$ cat src/logic/ifp_consts.vh
`ifndef IFP_CONSTS_VH
`define IFP_CONSTS_VH

// ----------------------------------------------------------------------
// special function register addresses
// ----------------------------------------------------------------------
`define IFP_SFR_CHIP_CTRL   8'h9F
`define IFP_SFR_TRIGGER     8'hA4
`define IFP_SFR_ADDR_LOW    8'hA6
`define IFP_SFR_ADDR_HIGH   8'hA7
`define IFP_SFR_DATA        8'hAE
`define IFP_SFR_COMMAND     8'hAF
`define IFP_SFR_TA_KEY      8'hC7

// ----------------------------------------------------------------------
// reset values
// ----------------------------------------------------------------------
`define IFP_RST_BYTE        8'h00
`define IFP_ERASED_BYTE     8'hFF

// ----------------------------------------------------------------------
// field positions
// ----------------------------------------------------------------------
`define IFP_GO_BIT          0
`define IFP_CC_SWRST        7
`define IFP_CC_FAULT        6
`define IFP_CC_LOADER_UPDATE_ENABLE        5
`define IFP_CC_BOOTSEL      1
`define IFP_CC_PROG_EN      0
`define IFP_CN_FIRST_CLASS  5
`define IFP_CN_SECOND_CLASS 4
`define IFP_CFG0_LOCK       1
`define IFP_CFG0_BOOTSEL    7

// ----------------------------------------------------------------------
// timed access keys
// ----------------------------------------------------------------------
`define IFP_TA_KEY1         8'hAA
`define IFP_TA_KEY2         8'h55

// ----------------------------------------------------------------------
// operation codes and regions
// ----------------------------------------------------------------------
`define IFP_OP_READ         4'h0
`define IFP_OP_PROG         4'h1
`define IFP_OP_ERASE        4'h2
`define IFP_OP_MFR_ID       4'hB
`define IFP_OP_DEV_ID       4'hC
`define IFP_RGN_MAIN        2'h0
`define IFP_RGN_LOADER      2'h1
`define IFP_RGN_CONFIG      2'h3
`define IFP_FCMD_READ       2'h0
`define IFP_FCMD_PROG       2'h1
`define IFP_FCMD_ERASE      2'h2

// ----------------------------------------------------------------------
// sizes and timing
// ----------------------------------------------------------------------
`define IFP_PAGE_BYTES      16'h0080
`define IFP_CFG_BYTES       16'h0004
`define IFP_RC_FREQ_HZ      22118400

`endif

$ cat src/logic/ifp_cfg_mem.v
`timescale 1ns/1ps
`include "ifp_consts.vh"

// small word store with registered read; cleared to the erased value only at power-on
module ifp_cfg_mem #(
    parameter DW    = 8,
    parameter DEPTH = `IFP_CFG_BYTES,
    parameter AW    = 2
) (
    input  wire          sys_clk,
    input  wire          por_n,
    input  wire          we,
    input  wire [AW-1:0] addr,
    input  wire [DW-1:0] wdata,
    output reg  [DW-1:0] rdata_q,
    output wire [DW-1:0] word0
);

    wire [DW-1:0] words [0:DEPTH-1];

    genvar gi;
    generate
        for (gi = 0; gi < DEPTH; gi = gi + 1)
        begin : g_word
            reg [DW-1:0] word_q;
            always @(posedge sys_clk or negedge por_n)
            begin
                if (!por_n)
                    word_q <= `IFP_ERASED_BYTE;
                else if (we && (addr == gi))
                    word_q <= wdata;
            end
            assign words[gi] = word_q;
        end
    endgenerate

    always @(posedge sys_clk or negedge por_n)
    begin
        if (!por_n)
            rdata_q <= `IFP_ERASED_BYTE;
        else
            rdata_q <= words[addr];
    end

    assign word0 = words[0];

endmodule // ifp_cfg_mem

$ cat src/logic/ifp_top.v
`timescale 1ns/1ps
`include "ifp_consts.vh"

module ifp_top #(
    parameter [7:0]  MFR_ID    = 8'h3C,  // arbitrary value
    parameter [15:0] DEV_ID    = 16'h1234,  // arbitrary value
    parameter [15:0] MAIN_SIZE = 16'h4000,
    parameter [15:0] LDR_SIZE  = 16'h1000
) (
    input  wire        sys_clk,
    input  wire        nrst,
    input  wire        por_n,
    input  wire [7:0]  sfr_addr,
    input  wire        sfr_wr,
    input  wire        sfr_rd,
    input  wire [7:0]  sfr_wdata,
    output reg  [7:0]  sfr_rdata_q,
    input  wire        code_in_loader,
    input  wire        last_reset_sw,
    input  wire        boot_from_loader,
    output reg         cpu_hold_q,
    output wire        rc_osc_en,
    output reg         sw_reset_req_q,
    output reg         boot_next_q,
    output reg         boot_select_active_q,
    output reg         lock_active_q,
    output reg  [7:0]  cfg0_active_q,
    output reg         fl_req_q,
    output reg  [1:0]  fl_cmd_q,
    output reg  [17:0] fl_addr_q,
    output reg  [7:0]  fl_wdata_q,
    input  wire [7:0]  fl_rdata,
    input  wire        fl_done
);

    // ------------------------------------------------------------------
    // states
    // ------------------------------------------------------------------
    localparam [2:0] S_IDLE  = 3'd0;
    localparam [2:0] S_FLASH = 3'd1;
    localparam [2:0] S_CFGRD = 3'd2;
    localparam [2:0] S_CFGLT = 3'd3;
    localparam [2:0] S_CFGWR = 3'd4;
    localparam [2:0] S_CFGER = 3'd5;
    localparam [2:0] S_DONE  = 3'd6;

    localparam [15:0] PAGE_MASK = `IFP_PAGE_BYTES - 16'h0001;
    localparam [15:0] CFG_SIZE  = `IFP_CFG_BYTES;

    // ------------------------------------------------------------------
    // decode helpers
    // ------------------------------------------------------------------
    function is_write;
        input [3:0] op;
        begin
            is_write = (op == `IFP_OP_PROG) || (op == `IFP_OP_ERASE);
        end
    endfunction

    function cmd_ok;
        input [3:0] op;
        input       fc1;
        input       fc2;
        begin
            if (is_write(op))
                cmd_ok = fc1 && !fc2;
            else
                cmd_ok = !fc1 && !fc2 && ((op == `IFP_OP_READ) ||
                         (op == `IFP_OP_MFR_ID) || (op == `IFP_OP_DEV_ID));
        end
    endfunction

    // lock is deliberately not an input here: it never blocks access
    function illegal;
        input [1:0]  rgn;
        input [3:0]  op;
        input [15:0] a;
        input        in_ldr;
        input        loader_update_enable;
        reg          wr;
        begin
            wr = is_write(op);
            illegal = 1'b0;
            if (op == `IFP_OP_DEV_ID)
                illegal = (a > 16'h0001);
            else if (op != `IFP_OP_MFR_ID)
            begin
                case (rgn)
                    `IFP_RGN_MAIN:
                        illegal = (wr && !in_ldr) || (a >= MAIN_SIZE);
                    `IFP_RGN_LOADER:
                        illegal = (wr && in_ldr) || (wr && !in_ldr && !loader_update_enable)
                                  || (a >= LDR_SIZE);
                    `IFP_RGN_CONFIG:
                        illegal = !in_ldr || (a >= CFG_SIZE) ||
                                  ((op == `IFP_OP_ERASE) && (a != 16'h0000));
                    default:
                        illegal = 1'b1;
                endcase
                if ((op == `IFP_OP_ERASE) && (rgn != `IFP_RGN_CONFIG)
                    && ((a & PAGE_MASK) != 16'h0000))
                    illegal = 1'b1;
            end
        end
    endfunction

    // ------------------------------------------------------------------
    // registers
    // ------------------------------------------------------------------
    reg  [7:0]  addr_low_q;
    reg  [7:0]  addr_high_q;
    reg  [7:0]  data_q;
    reg  [7:0]  command_q;
    reg         prog_en_q;
    reg         loader_update_enable_q;
    reg         fault_q;
    reg  [1:0]  ta_q;
    reg  [2:0]  state_q;
    reg  [3:0]  op_q;
    reg  [1:0]  cnt_q;
    reg  [1:0]  cap_q;
    reg         mem_we;
    reg  [1:0]  mem_addr;
    reg  [7:0]  mem_wdata;
    wire [7:0]  mem_rdata;
    wire [7:0]  mem_word0;

    wire        wr_ta    = sfr_wr && (sfr_addr == `IFP_SFR_TA_KEY);
    wire        ta_open  = (ta_q == 2'd2);
    wire        wr_cc    = sfr_wr && (sfr_addr == `IFP_SFR_CHIP_CTRL) && ta_open;
    wire        wr_trg   = sfr_wr && (sfr_addr == `IFP_SFR_TRIGGER) && ta_open;
    wire        go       = wr_trg && sfr_wdata[`IFP_GO_BIT] && prog_en_q
                           && (state_q == S_IDLE) && (cap_q == 2'd0);
    wire [17:0] tgt_addr = {command_q[7:6], addr_high_q, addr_low_q};
    wire [3:0]  cmd_op   = command_q[3:0];
    wire        go_bad   = !cmd_ok(cmd_op, command_q[`IFP_CN_FIRST_CLASS],
                                   command_q[`IFP_CN_SECOND_CLASS]) ||
                           illegal(command_q[7:6], cmd_op, tgt_addr[15:0],
                                   code_in_loader, loader_update_enable_q);
    wire        fault_set = go && go_bad;

    assign rc_osc_en = prog_en_q;

    // ------------------------------------------------------------------
    // timed access: AAh then 55h opens one protected write
    // ------------------------------------------------------------------
    always @(posedge sys_clk or negedge nrst)
    begin
        if (!nrst)
            ta_q <= 2'd0;
        else if (wr_ta && (sfr_wdata == `IFP_TA_KEY1))
            ta_q <= 2'd1;
        else if (wr_ta && (sfr_wdata == `IFP_TA_KEY2) && (ta_q == 2'd1))
            ta_q <= 2'd2;
        else if (sfr_wr)
            ta_q <= 2'd0;
    end

    // ------------------------------------------------------------------
    // software registers
    // ------------------------------------------------------------------
    always @(posedge sys_clk or negedge nrst)
    begin
        if (!nrst)
        begin
            addr_low_q     <= `IFP_RST_BYTE;
            addr_high_q    <= `IFP_RST_BYTE;
            command_q      <= `IFP_RST_BYTE;
            prog_en_q      <= 1'b0;
            loader_update_enable_q        <= 1'b0;
            boot_next_q    <= 1'b0;
            sw_reset_req_q <= 1'b0;
            fault_q        <= 1'b0;
        end
        else
        begin
            sw_reset_req_q <= wr_cc && sfr_wdata[`IFP_CC_SWRST];
            if (sfr_wr && (sfr_addr == `IFP_SFR_ADDR_LOW))
                addr_low_q <= sfr_wdata;
            if (sfr_wr && (sfr_addr == `IFP_SFR_ADDR_HIGH))
                addr_high_q <= sfr_wdata;
            if (sfr_wr && (sfr_addr == `IFP_SFR_COMMAND))
                command_q <= sfr_wdata;
            if (wr_cc)
            begin
                prog_en_q   <= sfr_wdata[`IFP_CC_PROG_EN];
                loader_update_enable_q     <= sfr_wdata[`IFP_CC_LOADER_UPDATE_ENABLE];
                boot_next_q <= sfr_wdata[`IFP_CC_BOOTSEL];
            end
            // a new fault wins over a clear in the same cycle
            if (fault_set)
                fault_q <= 1'b1;
            else if (wr_cc && !sfr_wdata[`IFP_CC_FAULT])
                fault_q <= 1'b0;
        end
    end

    // ------------------------------------------------------------------
    // read port
    // ------------------------------------------------------------------
    always @(posedge sys_clk or negedge nrst)
    begin
        if (!nrst)
            sfr_rdata_q <= `IFP_RST_BYTE;
        else if (sfr_rd)
        begin
            case (sfr_addr)
                `IFP_SFR_ADDR_LOW:  sfr_rdata_q <= addr_low_q;
                `IFP_SFR_ADDR_HIGH: sfr_rdata_q <= addr_high_q;
                `IFP_SFR_DATA:      sfr_rdata_q <= data_q;
                `IFP_SFR_COMMAND:   sfr_rdata_q <= command_q;
                `IFP_SFR_CHIP_CTRL: sfr_rdata_q <= {1'b0, fault_q, loader_update_enable_q, 3'b000,
                                                    boot_from_loader, prog_en_q};
                default:            sfr_rdata_q <= `IFP_RST_BYTE;
            endcase
        end
    end

    // ------------------------------------------------------------------
    // operation sequencer
    // ------------------------------------------------------------------
    always @(posedge sys_clk or negedge nrst)
    begin
        if (!nrst)
        begin
            state_q    <= S_IDLE;
            op_q       <= `IFP_OP_READ;
            cnt_q      <= 2'd0;
            data_q     <= `IFP_RST_BYTE;
            cpu_hold_q <= 1'b0;
            fl_req_q   <= 1'b0;
            fl_cmd_q   <= `IFP_FCMD_READ;
            fl_addr_q  <= 18'h00000;
            fl_wdata_q <= `IFP_RST_BYTE;
        end
        else
        begin
            case (state_q)
                S_IDLE:
                begin
                    if (sfr_wr && (sfr_addr == `IFP_SFR_DATA))
                        data_q <= sfr_wdata;
                    if (go)
                    begin
                        cpu_hold_q <= 1'b1;
                        op_q       <= cmd_op;
                        fl_addr_q  <= tgt_addr;
                        fl_wdata_q <= data_q;
                        cnt_q      <= 2'd0;
                        if (go_bad)
                            state_q <= S_DONE;
                        else if (cmd_op == `IFP_OP_MFR_ID)
                        begin
                            data_q  <= MFR_ID;
                            state_q <= S_DONE;
                        end
                        else if (cmd_op == `IFP_OP_DEV_ID)
                        begin
                            data_q  <= tgt_addr[0] ? DEV_ID[15:8] : DEV_ID[7:0];
                            state_q <= S_DONE;
                        end
                        else if (command_q[7:6] == `IFP_RGN_CONFIG)
                        begin
                            if (cmd_op == `IFP_OP_ERASE)
                                state_q <= S_CFGER;
                            else if (cmd_op == `IFP_OP_PROG)
                                state_q <= S_CFGWR;
                            else
                                state_q <= S_CFGRD;
                        end
                        else
                        begin
                            fl_req_q <= 1'b1;
                            state_q  <= S_FLASH;
                            case (cmd_op)
                                `IFP_OP_ERASE: fl_cmd_q <= `IFP_FCMD_ERASE;
                                `IFP_OP_PROG:  fl_cmd_q <= `IFP_FCMD_PROG;
                                default:       fl_cmd_q <= `IFP_FCMD_READ;
                            endcase
                        end
                    end
                end
                S_FLASH:
                begin
                    if (fl_done)
                    begin
                        fl_req_q <= 1'b0;
                        if (op_q == `IFP_OP_READ)
                            data_q <= fl_rdata;
                        state_q <= S_DONE;
                    end
                end
                S_CFGRD:
                    state_q <= S_CFGLT;
                S_CFGLT:
                begin
                    data_q  <= mem_rdata;
                    state_q <= S_DONE;
                end
                S_CFGWR:
                    state_q <= S_DONE;
                S_CFGER:
                begin
                    cnt_q <= cnt_q + 2'd1;
                    if (cnt_q == 2'd3)
                        state_q <= S_DONE;
                end
                S_DONE:
                begin
                    cpu_hold_q <= 1'b0;
                    state_q    <= S_IDLE;
                end
                default:
                    state_q <= S_IDLE;
            endcase
        end
    end

    // ------------------------------------------------------------------
    // config store port
    // ------------------------------------------------------------------
    always @*
    begin
        mem_we    = 1'b0;
        mem_addr  = fl_addr_q[1:0];
        mem_wdata = fl_wdata_q;
        if (cap_q != 2'd0)
            mem_addr = 2'd0;
        else if (state_q == S_CFGWR)
            mem_we = 1'b1;
        else if (state_q == S_CFGER)
        begin
            mem_we    = 1'b1;
            mem_addr  = cnt_q;
            mem_wdata = `IFP_ERASED_BYTE;
        end
    end

    ifp_cfg_mem #(
        .DW    (8),
        .DEPTH (`IFP_CFG_BYTES),
        .AW    (2)
    ) u_cfg_mem (
        .sys_clk (sys_clk),
        .por_n   (por_n),
        .we      (mem_we),
        .addr    (mem_addr),
        .wdata   (mem_wdata),
        .rdata_q (mem_rdata),
        .word0   (mem_word0)
    );

    // ------------------------------------------------------------------
    // config takes effect only when a reset is released
    // ------------------------------------------------------------------
    always @(posedge sys_clk or negedge nrst)
    begin
        if (!nrst)
            cap_q <= 2'd2;
        else if (cap_q != 2'd0)
            cap_q <= cap_q - 2'd1;
    end

    always @(posedge sys_clk or negedge nrst)
    begin
        if (!nrst)
        begin
            cfg0_active_q <= `IFP_ERASED_BYTE;
            lock_active_q <= 1'b0;
        end
        else if (cap_q == 2'd1)
        begin
            cfg0_active_q <= mem_rdata;
            lock_active_q <= mem_rdata[`IFP_CFG0_LOCK];
        end
    end

    // boot bit survives a software reset, so it is cleared by power-on only
    always @(posedge sys_clk or negedge por_n)
    begin
        if (!por_n)
            boot_select_active_q <= 1'b0;
        else if ((cap_q == 2'd1) && !last_reset_sw)
            boot_select_active_q <= mem_word0[`IFP_CFG0_BOOTSEL];
    end

endmodule // ifp_top

$ cat config.mk
export PLATFORM = sky130hd
export DESIGN_NAME = ifp_top
export DESIGN_NICKNAME = d
export VERILOG_FILES = /design/src/logic/ifp_cfg_mem.v /design/src/logic/ifp_top.v
export VERILOG_INCLUDE_DIRS = /design/src /design/src/logic
export SDC_FILE = /design/constraint.sdc
export NUM_CORES = 1
export LEC_CHECK = 0
export BUFFER_PORTS_ARGS = -buffer_cell sky130_fd_sc_hd__buf_2
export CORE_UTILIZATION = 63
export CTS_BUF_LIST = sky130_fd_sc_hd__clkbuf_16
export DETAILED_ROUTE_END_ITERATION = 12
export GPL_TIMING_DRIVEN = 0
export PLACE_DENSITY = 0.89
export SLEW_MARGIN = 20
export SYNTH_ARGS = -nofsm -noshare
export SYNTH_HDL_FRONTEND = slang
export SYNTH_HIERARCHICAL = 1
export SYNTH_SLANG_ARGS = --single-unit
export TNS_END_PERCENT = 50
$ cat constraint.sdc
create_clock -name sys_clk -period 5.35 [get_ports sys_clk]
set_clock_uncertainty 0.15 [all_clocks]
set_input_delay 0.2675 -clock sys_clk [delete_from_list [all_inputs] [get_ports sys_clk]]
set_output_delay 0.2675 -clock sys_clk [all_outputs]
set_load 0.02 [all_outputs]
==> results of run 1 <==
-- layout make-up --
class / count / area (µm²) / share of cell area [%]
clock inverter: 14 / 123 / 1.56
tap: 136 / 170 / 2.16
sequential: 138 / 3510 / 44.6
multi-input combinational: 363 / 3000 / 38.0
buffer: 25 / 124 / 1.57
timing repair buffer: 84 / 459 / 5.83
clock buffer: 18 / 450 / 5.72
inverter: 11 / 41.3 / 0.524
-- cell usage after synthesis (3+ instances only) --
cell type | n | share of area, %
sky130_fd_sc_hd__a21oi_1 | 7 | 0.53
sky130_fd_sc_hd__a222oi_1 | 4 | 0.60
sky130_fd_sc_hd__a22oi_1 | 13 | 1.5
sky130_fd_sc_hd__a31oi_1 | 12 | 1.1
sky130_fd_sc_hd__and2_1 | 3 | 0.28
sky130_fd_sc_hd__buf_1 | 4 | 0.23
sky130_fd_sc_hd__buf_2 | 6 | 0.45
sky130_fd_sc_hd__buf_6 | 3 | 0.51
sky130_fd_sc_hd__clkbuf_1 | 12 | 0.68
sky130_fd_sc_hd__dfrtp_1 | 89 | 33
sky130_fd_sc_hd__dfstp_2 | 49 | 19
sky130_fd_sc_hd__ha_1 | 3 | 0.56
sky130_fd_sc_hd__inv_1 | 11 | 0.62
sky130_fd_sc_hd__mux2_2 | 102 | 17
sky130_fd_sc_hd__mux2i_1 | 12 | 1.8
sky130_fd_sc_hd__mux4_1 | 3 | 1.2
sky130_fd_sc_hd__mux4_2 | 5 | 1.7
sky130_fd_sc_hd__nand2_1 | 27 | 1.5
sky130_fd_sc_hd__nand2b_1 | 11 | 1.0
sky130_fd_sc_hd__nand3_1 | 13 | 0.98
sky130_fd_sc_hd__nand4_1 | 5 | 0.47
sky130_fd_sc_hd__nor2_1 | 30 | 1.7
sky130_fd_sc_hd__nor2b_1 | 7 | 0.66
sky130_fd_sc_hd__nor3_1 | 12 | 0.90
sky130_fd_sc_hd__nor4_1 | 5 | 0.47
sky130_fd_sc_hd__nor4b_1 | 7 | 0.92
sky130_fd_sc_hd__o211ai_1 | 3 | 0.34
sky130_fd_sc_hd__o21ai_0 | 17 | 1.3
sky130_fd_sc_hd__o22ai_1 | 6 | 0.56
sky130_fd_sc_hd__o31ai_1 | 3 | 0.34
sky130_fd_sc_hd__o41ai_1 | 3 | 0.39
sky130_fd_sc_hd__or2_2 | 4 | 0.38
sky130_fd_sc_hd__or3_1 | 4 | 0.38
-- sequential cells by signal (all words and copies together), names as in the netlist, 4 cells and up --
name	flops
fl_addr_q	18
u_cfg_mem/rdata_q	8
fl_wdata_q	8
addr_high_q	8
u_cfg_mem/word0	8
u_cfg_mem/g_word.word_q	24
command_q	8
op_q	4
addr_low_q	8
cfg0_active_q	8
data_q	8
sfr_rdata_q	8
-- cell usage in the layout, fill, tap and decap left out, drive strengths merged, types with 3 or more instances in the layout --
master and instances:
dfrtp 89, a222oi 4, clkbuf 30, a21boi 3
dfstp 49, o21ai 17, a22oi 13, nor4b 8
inv 21, nor3 12, o211ai 3, nand4 5
mux2 102, buf 95, ha 3, and2 3
nor2 30, nor4 5, nand2 27, or3 4
nand3 14, a31oi 12, o31ai 3, o41ai 3
o22ai 6, nor3b 3, nand2b 11, nor2b 7
a21oi 7, mux2i 12, or2 5, mux4 8
-- metrics by stage --
stage / instances / setup slack [ns]
after floorplan: 537 / 2.75
after global placement: 754 / 2.39
after detailed placement: 755 / 2.31
after CTS: 789 / 2.25
after global routing: 789 / 2.00
final: 789 / 2.10
-- per-layer routing --
layer | up-vias | track usage, % | part of all wire, %
li1 | 2216 | - | -
met1 | 2615 | 45.3 | 38
met2 | 394 | 54.4 | 48
met3 | 104 | 7.92 | 9.4
met4 | 0 | 19.5 | 4.8
met5 | - | 0 | 0
-- what timing repair did --
item                      in CTS  in global routing
hold buffers                   2                  0
hold endpoints to repair      79                  0
resized for setup              0                  0
-- kinds of logic after synthesis --
group                    after synthesis  share of synthesized area [%]
flip-flops                           138                           52.7
AND/OR/NAND/NOR                      148                           12.9
adder cells (fa/ha/maj)                3                          0.563
AO/OA/AOI/OAI                         88                           9.18
multiplexers                         122                           21.9
XOR/XNOR                               2                          0.263
buffers and inverters                 36                           2.48
-- worst max-delay path: cells and delay by family, from the launching register on --
kind / cells / cell delay (ns)
buffers and inverters: 2 / 0.77
flip-flops: 1 / 0.35
multiplexers: 1 / 0.42
AND/OR/NAND/NOR: 3 / 1.43
-- worst min-delay path by stage --
| stage | end | start | cells after the start |
|---|---|---|---|
| finish | addr_low_q[2] | sfr_wdata[2] | 2 |
| global placement | boot_select_active_q | por_n | 1 |
| global route | addr_low_q[2] | sfr_wdata[2] | 2 |
| CTS | sw_reset_req_q | sfr_wdata[7] | 2 |
| floorplan | addr_high_q[0] | nrst | 0 |
| detailed placement | fl_addr_q[16] | nrst | 1 |
-- report_power, final --
| part | switching, mW | internal (mW) | total [mW] |
|---|---|---|---|
| logic | 0.0959 | 0.0505 | 0.146 |
| registers | 0.0212 | 1.06 | 1.08 |
| clock network | 0.499 | 0.638 | 1.14 |
==> results.json, run 1 <==
{
  "drcViolationCount": 0,
  "critPathKind": "reg2reg",
  "postCtsSetupBuffers": 0,
  "static_power_due_to_leakage_nw": 3.63,
  "floorplan.rows": 37,
  "critPathRequiredTime_ns": 5.50,
  "clkSlewWorstSetupHoldPaths_ns": 0.07,
  "worst-r2r-setup-slack_ns": 2.10,
  "globalRouteTotalUtil_pct": 34.8,
  "start_kind": "register",
  "design.die.area_mm2": 0.0110,
  "tritoncts_clock_tree": "yes",
  "worst_slew_pin_slew_ns": 0.881,
  "worst_ep_arrival_time_ns": 3.40,
  "insertedDiodeCount": 0,
  "cap_violations": 0,
  "drt_wl_cell_um": 23.0,
  "timing.slew.headroom_pct": 41.3,
  "finish.utilization_pct": 76.7,
  "num_vias": 5329,
  "setup_viol_count_final": 0,
  "cts_max_path_buffers": 2,
  "avgSynthCellArea_um2": 12.4,
  "synth_enable_flop_cells": 0,
  "die_x_um": 105,
  "post-route-cell-area_mm2": 0.00788,
  "viasPerCell": 6.75,
  "hold_ws_ns": 0.0428,
  "report.final.slew_viol_count": 0,
  "cts_htree_levels": 4,
  "fin_crit_ns": 3.25,
  "setup.worst_path.end_class": "register",
  "synth_async_sr_flop_share_pct": 100,
  "synth.yosys.warnings": 6,
  "synth.yosys.seq_area_share_pct": 52.7,
  "crit_start": "state_q[1]",
  "syn_inst": 537,
  "grt_antenna_before_repair": 0,
  "dp_hpwl_um": 12000,
  "first_global_vias": 5544,
  "timing.critical_path.cells": "buf_2 > nor3_1 > nand2_1 > nor3_1 > clkbuf_1 > mux2_2",
  "cts.sinks": 138,
  "critical_path.endpoint": "fl_wdata_q[2]",
  "detail_route.iter0.violations": 691,
  "worst_r2r_path_depth": 6,
  "clkLatencyLatePin_ns": 0.42,
  "flow.area_growth_from_synthesis_pct": 18.2,
  "ios": 84,
  "initial_utilization_pct": 64.9,
  "drive_gt1_share_pct": 45.2,
  "cp_common_cell": "sky130_fd_sc_hd__nor3_1",
  "regToRegEndpoint": "fl_wdata_q[2]",
  "critical_path.slowest_cell": "sky130_fd_sc_hd__nor3_1",
  "die_ht_um": 105,
  "synth.net_count": 573,
  "total_design_power_mw": 2.37,
  "globalplace.congestion": 0.951,
  "max_clock_freq_ghz": 0.308,
  "number_of_i_o_port_buffers": 81,
  "synth_seq_cells": 138,
  "clk_root_buffer_cell": "sky130_fd_sc_hd__clkbuf_16",
  "postRouteAntennaNets": 0,
  "cts_buffer_count": 17,
  "grt_residual_overflow": 0,
  "postRouteWirelength_um": 18200,
  "design.core.area_mm2": 0.0103,
  "report.final.hold_viol_count": 0,
  "num-nets-final": 676,
  "r2r-start": "state_q[1]",
  "fin_setup_tns_ns": 0,
  "placement.cell_area_mm2": 0.00728,
  "synth_flop_cell": "sky130_fd_sc_hd__dfrtp_1",
  "slowest_delay_ns": 0.61,
  "synth_area_mm2": 0.00667,
  "outcome": "finished clean",
  "hold_path.class": "in2reg",
  "grt_setup_unrepaired": "false",
  "n_fill_cell": 630,
  "largest_net_degree_at_the_start_of_global_routing": 60,
  "layout_worst_path_cycle_share_pct": 60.7,
  "critPathMaxFanout": 10,
  "max-vdd-ir-drop_uv": 230,
  "drt_pre_antenna_iters": 8,
  "powerDensity_mw_per_mm2": 300,
  "grt_first_pass_wirelength_um": 28900,
  "yosys.cell_types.count": 67
}
Note: power is estimated with default switching activity, not from simulation.
==> run 2: changes to the inputs <==
- CORE_UTILIZATION: 63 -> 58
- PLACE_DENSITY: 0.89 -> 0.83
- clock period: 5.35 -> 3 ns (I/O delays scaled with it)
==> results.json, run 2 (synthesis gave the netlist of run 1 again) <==
{
  "max_clock_freq_ghz": 0.344,
  "grt_residual_overflow": 0,
  "drt_pre_antenna_iters": 5,
  "grt_setup_unrepaired": "false",
  "total_design_power_mw": 4.26,
  "cap_violations": 0,
  "report.final.hold_viol_count": 0,
  "p_clk_share_pct": 48.2,
  "static_power_due_to_leakage_nw": 3.72,
  "powerDensity_mw_per_mm2": 528,
  "hold_path.class": "in2async",
  "seqPwrFrac_pct": 45.4,
  "report.final.slew_viol_count": 0,
  "slowest_delay_ns": 0.52,
  "initial_utilization_pct": 60.4,
  "layout_commonest_cell": "sky130_fd_sc_hd__mux2_2",
  "drcViolationCount": 0,
  "timing.slew.headroom_pct": 41.0,
  "num-nets-final": 691,
  "cts_htree_levels": 4,
  "critPathKind": "reg2reg",
  "largest_registers": "u_cfg_mem/g_word.word_q (24), fl_addr_q (18)",
  "drt_wl_cell_um": 22.2,
  "die_ht_um": 109,
  "ios": 84,
  "combinationalPowerShare_pct": 6.4,
  "cts_max_path_buffers": 2,
  "insertedDiodeCount": 0,
  "setup_viol_count_final": 0,
  "dp_hpwl_um": 12100,
  "worst-r2r-setup-slack_ns": 0.09,
  "tritoncts_clock_tree": "yes",
  "r2r-start": "command_q[2]",
  "worst_ep_arrival_time_ns": 3.07,
  "layout_worst_path_cycle_share_pct": 96.9,
  "internal_power_mw": 3.22,
  "number_of_i_o_port_buffers": 81,
  "num_vias": 5249,
  "worst_slew_pin_slew_ns": 0.886,
  "setup.worst_path.end_class": "register",
  "globalplace.congestion": 0.949,
  "critPathMaxFanout": 8,
  "power_switching_share_pct": 24.4,
  "outcome": "finished clean",
  "die_x_um": 109,
  "regToRegEndpoint": "fl_cmd_q[1]",
  "postRouteWirelength_um": 17900,
  "critPathRequiredTime_ns": 3.16,
  "design.core.area_mm2": 0.0110,
  "globalRouteTotalUtil_pct": 32.4,
  "clkSlewWorstSetupHoldPaths_ns": 0.06,
  "post-route-cell-area_mm2": 0.00807,
  "largest_register_ff_count": 24,
  "max-vdd-ir-drop_uv": 451,
  "grt_antenna_before_repair": 0,
  "first_global_vias": 5400,
  "power.net_switching_mw": 1.04,
  "largest-register": "u_cfg_mem/g_word.word_q",
  "cts.sinks": 138,
  "cts_buffer_count": 17,
  "mostFrequentLayoutCells": "sky130_fd_sc_hd__mux2_2, sky130_fd_sc_hd__dfrtp_1, sky130_fd_sc_hd__buf_2",
  "grt_first_pass_wirelength_um": 28300,
  "design.die.area_mm2": 0.0119,
  "drive_gt1_share_pct": 44.5,
  "floorplan.rows": 38,
  "largest_net_degree_at_the_start_of_global_routing": 70,
  "worst_r2r_path_depth": 6,
  "detail_route.iter0.violations": 533,
  "clk_root_buffer_cell": "sky130_fd_sc_hd__clkbuf_16",
  "postRouteAntennaNets": 0,
  "start_kind": "register",
  "placement.cell_area_mm2": 0.00728,
  "flow.area_growth_from_synthesis_pct": 21.0,
  "fin_crit_ns": 2.91,
  "viasPerCell": 6.50,
  "clkLatencyLatePin_ns": 0.43,
  "timing.critical_path.cells": "or2_0 > buf_2 > or4b_1 > a2111oi_0 > nor4b_2 > mux2_2",
  "critical_path.slowest_cell": "sky130_fd_sc_hd__or4b_1"
}
-- run 2: cell count changes in the layout (fill, tap and decap cells not counted), moves of 3 or more --
cell,before,now
sky130_fd_sc_hd__clkinv_2,0,3
sky130_fd_sc_hd__clkinvlp_4,2,5
sky130_fd_sc_hd__dlygate4sd3_1,2,18
sky130_fd_sc_hd__inv_6,7,3
-- run 2: critical path: cells and delay by family (launching register included) --
family          cells  cell delay (ns)
compound gates      1             0.37
buf+inv             1             0.16
flops               1             0.49
mux                 1             0.39
simple gates        3             1.22
-- run 2: cell type report --
type | instances | area, µm²
Sequential cell | 138 | 3510
Timing Repair Buffer | 100 | 619
Fill cell | 725 | 2970
Tap cell | 140 | 175
Buffer | 24 | 121
Clock buffer | 17 | 425
Clock inverter | 15 | 151
Inverter | 11 | 41.3
Multi-Input combinational cell | 363 | 3020
-- run 2: through the flow --
stage               utilization, %   TNS, ns  hold WS [ns]  setup WS [ns]  std cells
global placement              65.7         0         0.134         0.0212        758
global route                  73.1         0        0.0523         0.0127        808
floorplan                        -         0        -0.296          0.397        537
finish                        73.1         0        0.0125         0.0928        808
detailed placement            66.0  -0.00113        -0.110       -0.00113        759
CTS                           72.9         0       0.00792         0.0760        809
-- run 2: power by group through the flow --
stage / Clock, mW / Combinational [mW] / Sequential [mW]
2_1_floorplan: 0 / 0.116 / 1.96
3_5_place_dp: 0 / 0.243 / 1.96
4_1_cts: 2.07 / 0.264 / 1.93
6_report: 2.05 / 0.273 / 1.93
3_3_place_gp: 0 / 0.231 / 1.96
5_1_grt: 2.14 / 0.294 / 1.93
-- run 2: worst max-delay path by stage --
stage	from	endpoint	cells after the start
2_1_floorplan	command_q[3]	fl_cmd_q[0]	7
3_3_place_gp	state_q[1]	state_q[0]	7
3_5_place_dp	state_q[1]	state_q[0]	7
4_1_cts	state_q[1]	fl_addr_q[6]	7
5_1_grt	sfr_addr[6]	sfr_rdata_q[1]	9
6_report	command_q[2]	fl_cmd_q[1]	6
-- run 2: timing repair --
item / 4_1_cts / 5_1_grt
hold buffers: 18 / 0
setup endpoints to repair: 7 / 66
buffers inserted: 0 / 0
pin swaps: 0 / 0
resized for setup: 1 / 5
endpoints found under the hold margin: 126 / 0
-- run 2: metal layers --
metal  part of all wire [%]  vias up  track usage, %  wire [µm]
met5                      0        -               0          0
met4                    4.0        0            19.0        718
met3                    9.3       72            8.25       1660
met2                     48      310            49.1       8510
met1                     39     2597            42.2       7020
li1                       -     2270               -          -
==> run 3: changes to the inputs <==
- ABC_AREA: unset -> 1
- REMOVE_ABC_BUFFERS: unset -> 1
==> results.json, run 3 <==
{
  "synth_flop_cell": "sky130_fd_sc_hd__dfrtp_1",
  "synth_enable_flop_cells": 0,
  "dp_hpwl_um": 12400,
  "start_kind": "register",
  "grt_residual_overflow": 0,
  "synth_seq_cells": 138,
  "max-vdd-ir-drop_uv": 357,
  "clkSlewWorstSetupHoldPaths_ns": 0.06,
  "multi_input_area_mm2": 0.00276,
  "worst_slew_pin_slew_ns": 0.897,
  "detail_route.iter0.violations": 754,
  "cts_buffer_count": 17,
  "clkLatencyLatePin_ns": 0.42,
  "design.die.area_mm2": 0.0120,
  "fin_crit_ns": 2.86,
  "number_of_i_o_port_buffers": 83,
  "setup.worst_path.end_class": "register",
  "yosys.cell_types.count": 43,
  "largest-register": "u_cfg_mem/g_word.word_q",
  "drt_wl_cell_um": 17.3,
  "globalplace.congestion": 0.960,
  "initial_utilization_pct": 60.6,
  "largest_registers": "u_cfg_mem/g_word.word_q (24), fl_addr_q (18)",
  "ios": 84,
  "layout_commonest_cell": "sky130_fd_sc_hd__nand2_1",
  "total_design_power_mw": 4.31,
  "grt_antenna_before_repair": 0,
  "grt_setup_unrepaired": "false",
  "placement.cell_area_mm2": 0.00725,
  "synth.yosys.seq_area_share_pct": 52.6,
  "largest_net_degree_at_the_start_of_global_routing": 65,
  "drive_gt1_share_pct": 22.1,
  "floorplan.rows": 38,
  "final-seq-area_mm2": 0.00351,
  "globalRouteTotalUtil_pct": 33.8,
  "synth_area_mm2": 0.00668,
  "avgSynthCellArea_um2": 8.06,
  "flow.area_growth_from_synthesis_pct": 20.9,
  "die_ht_um": 109,
  "synth_area_leaders": "sky130_fd_sc_hd__dfrtp_1, sky130_fd_sc_hd__dfstp_2, sky130_fd_sc_hd__nand2_1",
  "drcViolationCount": 0,
  "insertedDiodeCount": 0,
  "critPathKind": "reg2reg",
  "synth_area_leader_cell": "sky130_fd_sc_hd__dfrtp_1",
  "outcome": "finished clean",
  "tritoncts_clock_tree": "yes",
  "die_x_um": 109,
  "first_global_vias": 5924,
  "grt_first_pass_wirelength_um": 30100,
  "postRouteAntennaNets": 0,
  "num-nets-final": 974,
  "mostFrequentLayoutCells": "sky130_fd_sc_hd__nand2_1, sky130_fd_sc_hd__dfrtp_1, sky130_fd_sc_hd__buf_2",
  "largest_register_ff_count": 24,
  "report.final.hold_viol_count": 0,
  "clk_root_buffer_cell": "sky130_fd_sc_hd__clkbuf_16",
  "num_vias": 6306,
  "cts_htree_levels": 4,
  "post-route-cell-area_mm2": 0.00808,
  "worst_ep_arrival_time_ns": 3.03,
  "syn_inst": 829,
  "cap_violations": 0,
  "max_clock_freq_ghz": 0.350,
  "finish.utilization_pct": 73.2,
  "layout_worst_path_cycle_share_pct": 95.2,
  "setup_viol_count_final": 0,
  "postRouteWirelength_um": 18800,
  "synth_top_area_share_pct": 33.3,
  "synth_async_sr_flop_share_pct": 100,
  "viasPerCell": 5.78,
  "cts_max_path_buffers": 2,
  "drt_pre_antenna_iters": 7,
  "synth.yosys.warnings": 6,
  "hold_ws_ns": 0.0140,
  "critPathRequiredTime_ns": 3.17,
  "static_power_due_to_leakage_nw": 4.09,
  "hold_path.class": "in2reg",
  "yosysMostFrequentCell": "sky130_fd_sc_hd__nand2_1",
  "cts.sinks": 138,
  "design.core.area_mm2": 0.0110,
  "ys_top_cells_by_count": "sky130_fd_sc_hd__nand2_1, sky130_fd_sc_hd__dfrtp_1, sky130_fd_sc_hd__inv_1, sky130_fd_sc_hd__o21ai_0, sky130_fd_sc_hd__dfstp_2",
  "timing.slew.headroom_pct": 40.2,
  "report.final.slew_viol_count": 0,
  "n_fill_cell": 809,
  "powerDensity_mw_per_mm2": 533,
  "critPathMaxFanout": 7
}
-- run 3: changes by cell type in the layout (fill, tap and decap cells not counted), sizes merged, moves of 13 or more --
cell | before | now
nor2 | 30 | 53
o21ai | 17 | 94
mux2 | 102 | 7
a221oi | 0 | 13
nand3 | 14 | 49
nand2 | 27 | 296
inv | 15 | 95
-- run 3: worst paths after layout --
path / start / to / slack, ns / cells after the start
max: cap_q[0] / data_q[1] / 0.14 / 13
min: sfr_addr[0] / sw_reset_req_q / 0.01 / 5
max reg2reg: cap_q[0] / data_q[1] / 0.14 / 13
min reg2reg: u_cfg_mem/word0[6] / u_cfg_mem/word0[6] / 0.32 / 2
max in group asynchronous: por_n / boot_select_active_q / 1.90 / 2
min in group asynchronous: nrst / fl_cmd_q[1] / 0.04 / 2
-- run 3: final cells by class --
type	instances	share of cell area (%)
Sequential cell	138	43.5
Multi-Input combinational cell	580	34.2
Timing Repair Buffer	112	8.92
Clock buffer	18	5.58
Inverter	89	4.14
Tap cell	140	2.17
Clock inverter	14	1.47
-- run 3: metal layers --
metal  up-vias  share of wire (%)  track usage [%]
li1       2926                  -                -
met1      2910                 42             48.0
met2       404                 44             49.6
met3        66                 11             9.13
met4         0                2.7             12.8
met5         -                  0                0
-- run 3: cells by family after synthesis --
group / Yosys count / synth area share (%)
buf+inv: 112 / 6.68
compound gates: 141 / 12.0
flops: 138 / 52.6
xor+xnor: 1 / 0.131
fa+ha+maj: 3 / 0.562
mux: 7 / 1.18
simple gates: 427 / 26.8
-- run 3: per-stage QoR --
stage	setup slack, ns	instances	setup TNS, ns
4_1_cts	0.219	1091	0
3_5_place_dp	-0.259	1033	-1.04
6_report	0.145	1091	0
3_3_place_gp	-2.04	1029	-80.21
5_1_grt	0.0183	1091	0
2_1_floorplan	-0.555	806	-14.73
-- run 3: worst max-delay path: stages (launching register included) --
cell and delay [ns]:
sky130_fd_sc_hd__dfrtp_1 0.41, sky130_fd_sc_hd__inv_1 0.07, sky130_fd_sc_hd__ha_1 0.37, sky130_fd_sc_hd__inv_1 0.25, sky130_fd_sc_hd__nor3_1 0.22, sky130_fd_sc_hd__nand3_1 0.18
sky130_fd_sc_hd__nor2_4 0.24, sky130_fd_sc_hd__buf_4 0.18, sky130_fd_sc_hd__o21ai_1 0.07, sky130_fd_sc_hd__nor2_1 0.16, sky130_fd_sc_hd__nand4_1 0.12, sky130_fd_sc_hd__nand2_1 0.08
sky130_fd_sc_hd__nand3_1 0.09, sky130_fd_sc_hd__a21oi_1 0.18
-- run 3: timing repair --
action / CTS / global route
hold buffers: 23 / 0
pin swaps: 1 / 0
hold endpoints to repair: 122 / 0
buffers inserted: 2 / 0
gates resized for setup: 0 / 2
gates cloned: 1 / 0
endpoints found under the setup margin: 20 / 25
-- run 3: report_power, final --
| group | total (mW) | switching [mW] | leakage, nW | internal, mW |
|---|---|---|---|---|
| logic | 0.319 | 0.211 | 2.13 | 0.108 |
| clock network | 2.03 | 0.833 | 0.286 | 1.19 |
| registers | 1.97 | 0.0444 | 1.68 | 1.92 |
